$ cat src/shared/hpc_pkg.sv
// package for the hard power-on configuration register block
package hpc_pkg;
  localparam int unsigned ADDR_W = 12;
  localparam int unsigned DATA_W = 64;
  localparam logic [ADDR_W-1:0] HPC_ADDR = 12'h02a;
  localparam int unsigned BIT_BUS_ERROR_SIGNAL_EN = 4;
  localparam int unsigned BIT_BUS_INITIALIZATION_SIGNAL_DRV_EN = 7;
  localparam int unsigned BIT_SELF_TEST = 9;
  localparam int unsigned BIT_ADDRESS_ERROR_SIGNAL_OBS = 10;
  localparam int unsigned BIT_BUS_INITIALIZATION_SIGNAL_OBS = 12;
  localparam int unsigned BIT_VEC_1MB = 14;
  localparam int unsigned CLUSTER_LO = 16;
  localparam int unsigned ARB_LO = 20;
  localparam int unsigned RATIO_LO = 22;
  localparam int unsigned RATIO_W = 5;
  localparam int unsigned LOW_W = 4;
  localparam logic [LOW_W-1:0] LOW_RESET = 4'h0;
  localparam logic [DATA_W-1:0] RDATA_RESET = 64'h0;

  typedef struct packed {
    logic self_test;
    logic vec_1mb;
    logic [RATIO_W-1:0] bus_ratio;
  } hpc_strap_s;

  typedef struct packed {
    logic wr;
    logic rd;
    logic [ADDR_W-1:0] addr;
    logic [DATA_W-1:0] wdata;
  } hpc_req_s;
endpackage

$ cat src/hpc_reg.sv
// hard power-on configuration register with plain register port
`timescale 1ns/1ps
module hpc_reg
  import hpc_pkg::*;
(
  input wire logic clock,
  input wire logic srst,
  input wire logic [hpc_pkg::ADDR_W-1:0] addr,
  input wire logic [hpc_pkg::DATA_W-1:0] wdata,
  input wire logic wr_stb,
  input wire logic rd_stb,
  input wire hpc_pkg::hpc_strap_s strap_pin,
  input wire logic [hpc_pkg::LOW_W-1:0] low_bits,
  output logic [hpc_pkg::DATA_W-1:0] rdata,
  output logic [hpc_pkg::LOW_W-1:0] low_wr_data,
  output logic low_wr
);
  hpc_strap_s strap_q;
  hpc_req_s req;
  logic [DATA_W-1:0] rdata_d;
  logic [DATA_W-1:0] image;
  logic [LOW_W-1:0] low_d;
  logic low_wr_d;

  ////////////////////////////////////////////////////////////////
  hpc_strap_cap u_cap
  (
    .clock(clock),
    .srst(srst),
    .strap_pin(strap_pin),
    .strap_q(strap_q)
  );

  function automatic logic hit(input logic [ADDR_W-1:0] a);
    hit = (a == HPC_ADDR);
  endfunction

  ////////////////////////////////////////////////////////////////
  always_comb
  begin
    req.wr = wr_stb;
    req.rd = rd_stb;
    req.addr = addr;
    req.wdata = wdata;
    // everything not assigned stays zero: reserved and tied fields
    image = '0;
    image[BIT_BUS_ERROR_SIGNAL_EN] = 1'b0;
    image[BIT_BUS_INITIALIZATION_SIGNAL_DRV_EN] = 1'b0;
    image[BIT_SELF_TEST] = strap_q.self_test;
    image[BIT_VEC_1MB] = strap_q.vec_1mb;
    image[RATIO_LO +: RATIO_W] = strap_q.bus_ratio;
    image[LOW_W-1:0] = low_bits;
    rdata_d = RDATA_RESET;
    if (req.rd && hit(req.addr))
    begin
      rdata_d = image;
    end
    // only bits 3:0 pass on; the tied enables are dropped on write
    low_d = req.wdata[LOW_W-1:0];
    low_wr_d = req.wr && hit(req.addr);
  end

  always_ff @(posedge clock)
  begin
    if (srst)
    begin
      rdata <= RDATA_RESET;
      low_wr_data <= LOW_RESET;
      low_wr <= 1'b0;
    end
    else
    begin
      rdata <= rdata_d;
      low_wr_data <= low_d;
      low_wr <= low_wr_d;
    end
  end

  ////////////////////////////////////////////////////////////////
  AST_TIED_ZERO: assert property (@(posedge clock) disable iff (srst)
    $past(rd_stb) && $past(addr) == HPC_ADDR |->
    rdata[BIT_BUS_ERROR_SIGNAL_EN] == 1'b0 && rdata[BIT_BUS_INITIALIZATION_SIGNAL_DRV_EN] == 1'b0
    && rdata[BIT_ADDRESS_ERROR_SIGNAL_OBS] == 1'b0 && rdata[BIT_BUS_INITIALIZATION_SIGNAL_OBS] == 1'b0)
    else $error("tied enable bit read as one");
  AST_IDS_ZERO: assert property (@(posedge clock) disable iff (srst)
    rdata[CLUSTER_LO +: 2] == 2'h0 && rdata[ARB_LO +: 2] == 2'h0)
    else $error("identifier field not zero");
  AST_RESERVED: assert property (@(posedge clock) disable iff (srst)
    rdata[63:27] == 37'h0 && rdata[19:18] == 2'h0 && rdata[15] == 1'b0
    && rdata[13] == 1'b0 && rdata[11] == 1'b0 && rdata[8] == 1'b0
    && rdata[6:5] == 2'h0)
    else $error("reserved bit read as one");
  AST_RATIO: assert property (@(posedge clock) disable iff (srst)
    rd_stb && addr == HPC_ADDR |=>
    rdata[RATIO_LO +: RATIO_W] == $past(strap_q.bus_ratio))
    else $error("bus ratio mismatch");
  AST_SELF_TEST: assert property (@(posedge clock) disable iff (srst)
    rd_stb && addr == HPC_ADDR |=>
    rdata[BIT_SELF_TEST] == $past(strap_q.self_test)
    && rdata[BIT_VEC_1MB] == $past(strap_q.vec_1mb))
    else $error("strap bit mismatch");
  AST_MISS: assert property (@(posedge clock) disable iff (srst)
    !(rd_stb && addr == HPC_ADDR) |=> rdata == 64'h0)
    else $error("data without hit read");
  AST_WR_STABLE: assert property (@(posedge clock) disable iff (srst)
    wr_stb && !$past(srst) |=> $stable(strap_q))
    else $error("write changed captured config");
  AST_LOW_WR: assert property (@(posedge clock) disable iff (srst)
    wr_stb && addr == HPC_ADDR |=> low_wr && low_wr_data == $past(wdata[3:0]))
    else $error("low enable write lost");
endmodule

$ cat src/hpc_strap_cap.sv
// captures the power-on strap levels after two-stage synchronisation
`timescale 1ns/1ps
module hpc_strap_cap
  import hpc_pkg::*;
(
  input wire logic clock,
  input wire logic srst,
  input wire hpc_pkg::hpc_strap_s strap_pin,
  output hpc_pkg::hpc_strap_s strap_q
);
  hpc_strap_s meta_q;
  hpc_strap_s sync_q;
  hpc_strap_s strap_d;
  logic taken_q;
  logic taken_d;

  // take the synchronised straps once, on the first cycle after reset
  always_comb
  begin
    strap_d = strap_q;
    taken_d = 1'b1;
    if (!taken_q)
    begin
      strap_d = sync_q;
    end
  end

  always_ff @(posedge clock)
  begin
    meta_q <= strap_pin;
    sync_q <= meta_q;
    if (srst)
    begin
      taken_q <= 1'b0;
      strap_q <= '0;
    end
    else
    begin
      taken_q <= taken_d;
      strap_q <= strap_d;
    end
  end
endmodule

$ cat config.mk
export PLATFORM = sky130hd
export DESIGN_NAME = hpc_reg
export DESIGN_NICKNAME = d
export VERILOG_FILES = /design/src/shared/hpc_pkg.sv /design/src/hpc_reg.sv /design/src/hpc_strap_cap.sv
export SDC_FILE = /design/constraint.sdc
export NUM_CORES = 1
export LEC_CHECK = 0
export BUFFER_PORTS_ARGS = -buffer_cell sky130_fd_sc_hd__buf_4
export CORE_UTILIZATION = 35
export DETAILED_ROUTE_END_ITERATION = 8
export PLACE_DENSITY = 0.87
export SKIP_CTS_REPAIR_TIMING = 1
export SLEW_MARGIN = 20
export SYNTH_ARGS = -nofsm -noshare
export SYNTH_HDL_FRONTEND = slang
export SYNTH_SLANG_ARGS = --single-unit
$ cat constraint.sdc
create_clock -name clock -period 1.3 [get_ports clock]
set_input_delay 0.195 -clock clock [delete_from_list [all_inputs] [get_ports clock]]
set_output_delay 0.195 -clock clock [all_outputs]
set_load 0.1 [all_outputs]
==> key figures <==
Clock network
  – Depth of the CTS H-tree: 2
  – CTS root buffer: clkbuf_8
  – Reg clk slew, reported paths: roughly 0.070 ns
  – TritonCTS clock tree: built
  – Skew-Pair Late Insertion Delay: between 0.2 and 0.3 ns
  – Number of buffers added by the clock tree synthesis step: 5
  – Total number of clock tree sinks: 38
  – Clock Tree Buf Depth: 2

Floorplanning
  – Initial standard-cell utilization of the core: 36.5%
  – Core area: 4350 µm²
  – Rows: 24
  – Die Span Y: ~69 µm
  – Count of pins on the block boundary: 160
  – Die extent in x: 69.4 µm
  – Floorplan die area: 4810 µm²

Run status
  – Run status: complete, no violations

Cells and area
  – Fraction of layout instances using a drive strength above 1: between 30% and 40%
  – Ant diodes: 0
  – Fillers: 427
  – Commonest cells after routing, fill and taps aside: conb_1 (53), buf_4 (47), dfxtp_1 (38), nand3b_1 (11), nor4_2 (10)
  – Most frequent standard cell in the layout excluding fill and tap cells: conb_1
  – Total area of sequential cells: between 700 and 800 µm²
  – Non-filler instance count after layout: ~250
  – Multi-input logic area: a little under 600 µm²
  – Post-route cell area: 1870 µm²
  – Nets: between 200 and 300
  – Area added between synthesis and finish: 17.6%

Placed design
  – HPWL after detailed placement: ~1.7 mm
  – Worst slack at placement: -0.0609 ns
  – GP Congestion: approximately 0.65
  – Area post-placement: 1770 µm²
  – Number of placed instances with taps included: ~240
  – I/O Buffers: between 40 and 50

Power and ir drop
  – Worst VDD drop: about 0.45 mV
  – Leak Pwr: slightly below 0.9 nW
  – Power per standard cell area: 1540 nW/µm²

Global routing
  – Overall global routing resource usage: under 10%
  – Most congested layer reported by global routing: met2
  – Met2 usage in global routing: between 10 and 15%
  – Wire length of the first global-routing pass: 3.33 mm
  – Maximum number of pins on one net before global-route repair: 25
  – Met3 Resource Use GR: roughly 3.6%
  – Remaining Overflow, GRT: 0
  – Met1 Resource Use GR: 8.83%
  – Number of global-route vias before repair: 777
  – Initial antenna violation count: 0

Worst setup path
  – Worst setup EP type: primary output
  – CP peak stage delay: about 0.33 ns
  – Worst endpoint data arrival time: about 0.90 ns
  – RR Startpoint: u_cap.taken_q
  – Reg2Reg Setup Slack: between 0.3 and 0.4 ns
  – Peak fanout along the critical path: 1
  – Crit path buf inv count: 1
  – Worst Reg2Reg Path Length in Cells: 2
  – Critical path, cell by cell: buf_4
  – Critical path's top delay family: flip-flops
  – Category of the critical setup timing path: flip-flop to primary output
  – Critical path launch point type: flip-flop
  – Required arrival time at the worst endpoint: 1.11 ns
  – Highest-delay cell along the critical path: dfxtp_1
  – Destination of the worst register-to-register timing path: u_cap.strap_q[1]

Timing
  – Highest clock rate: a little over 900 MHz
  – Slew Limit Fails: 0
  – Final hold violation count: 0
  – Final WS setup: between 0.2 and 0.25 ns
  – Number of failing setup endpoints in the final timing report: 0
  – Unrepaired setup endpoints after global routing: false
  – Final hold slack: 0.0152 ns
  – Layout Skew: around 0.0026 ns
  – Final worst-path cycle share: roughly 84%
  – Crit path time final: 1.09 ns

Synthesis
  – Share of the yosys chip area belonging to registers: ~48%
  – Post-Synthesis Mean Instance Area: 11.0 µm²
  – Top post-synthesis cells by area: dfxtp_1 (48%), buf_4 (26%), nor4_2 (7.9%)
  – Proportion of netlist area held by the largest area contributor: roughly 48%
  – Count of synthesis-stage warnings from yosys: 0
  – Synth area leader: dfxtp_1
  – Total of flip-flops plus latches after synthesis: 38
  – Number of instances in the synthesized netlist: about 150
  – Mapped cell area: roughly 1600 µm²
  – Synth cell types: 17

Detailed routing
  – Wirelength per Cell: approximately 9 µm
  – DRC viols: 0
  – Routed wire length: 2.18 mm
  – Antenna Violating Nets Remaining: 0
  – Number of vias per cell: about 3.8
  – First-pass detailed-route iteration total: 5
  – Initial DRC Count: 40
  – Routed via count: 920

Worst hold path
  – Startpoint of the tightest hold check path: strap_pin[2]
  – Worst hold path stage count: 1
  – Min-Delay Path Class: input port to flip-flop
  – Worst min-delay path endpoint: u_cap.meta_q[2]

Job
  – Number of violations of the max-capacitance limit: 0
==> power by group <==
group / switching (mW) / leakage, nW / internal, mW
Clock: 0.359 / 0.0482 / 0.427
Sequential: 0.0179 / 0.314 / 1.21
Combinational: 0.763 / 0.502 / 0.0968
Total: 1.14 / 0.865 / 1.73
==> cell usage after synthesis (all sizes together) <==
| cell | number |
|---|---|
| buf | 56 |
| clkbuf | 4 |
| conb | 1 |
| dfxtp | 38 |
| inv | 1 |
| mux2i | 7 |
| nand2b | 1 |
| nand3b | 11 |
| nand4bb | 1 |
| nor2 | 7 |
| nor2b | 4 |
| nor4 | 12 |
| or4 | 1 |
| or4b | 1 |
==> worst max path at each step <==
stage | startpoint | end | slack [ns] | cells past startpoint
5_1_grt | rdata[25] | rdata[25] | 0.18 | 1
3_3_place_gp | addr[4] | rdata[26] | -0.02 | 3
4_1_cts | rdata[25] | rdata[25] | 0.19 | 1
3_5_place_dp | addr[4] | low_wr | -0.06 | 3
2_1_floorplan | addr[4] | rdata[0] | 0.11 | 3
6_report | rdata[25] | rdata[25] | 0.21 | 1
==> final cells by class <==
type / count / area share (%)
Inverter: 1 / 0.201
Clock buffer: 7 / 4.62
Timing Repair Buffer: 48 / 19.4
Multi-Input combinational cell: 98 / 31.2
Clock inverter: 1 / 0.268
Sequential cell: 38 / 40.8
Tap cell: 52 / 3.49
==> logic make-up after synthesis <==
family | share of synthesized area, %
multiplexers | 4.41
buffers and inverters | 27.7
flip-flops | 47.9
AND/OR/NAND/NOR | 19.8
other | 0.236
==> per-stage QoR <==
stage                     util, %  setup TNS, ns  total power, mW
final                        42.9              0             2.87
after global routing         42.9              0             2.99
after CTS                    42.6              0             2.90
after detailed placement     40.5         -0.304             2.11
after global placement       40.5        -0.0806             2.10
after floorplan                 -              0             2.15
==> metal layers <==
metal  up-vias  part of all wire (%)
met2        63                    48
met5         -                     0
met3         6                    12
li1        463                     -
met1       388                    38
met4         0                   1.5
==> flip-flops by register name, summed over array words and instances, names as in the netlist <==
name and flops:
u_cap.meta_q 7, u_cap.sync_q 7, low_wr 1, rdata 11, u_cap.taken_q 1, u_cap.strap_q 7
low_wr_data 4
==> worst register-to-register path, cell delays in order (launching register included) <==
cell,delay (ns)
dfxtp_1,0.55
mux2i_1,0.24
nor2_1,0.05
Power figures use the tool's default switching activity.
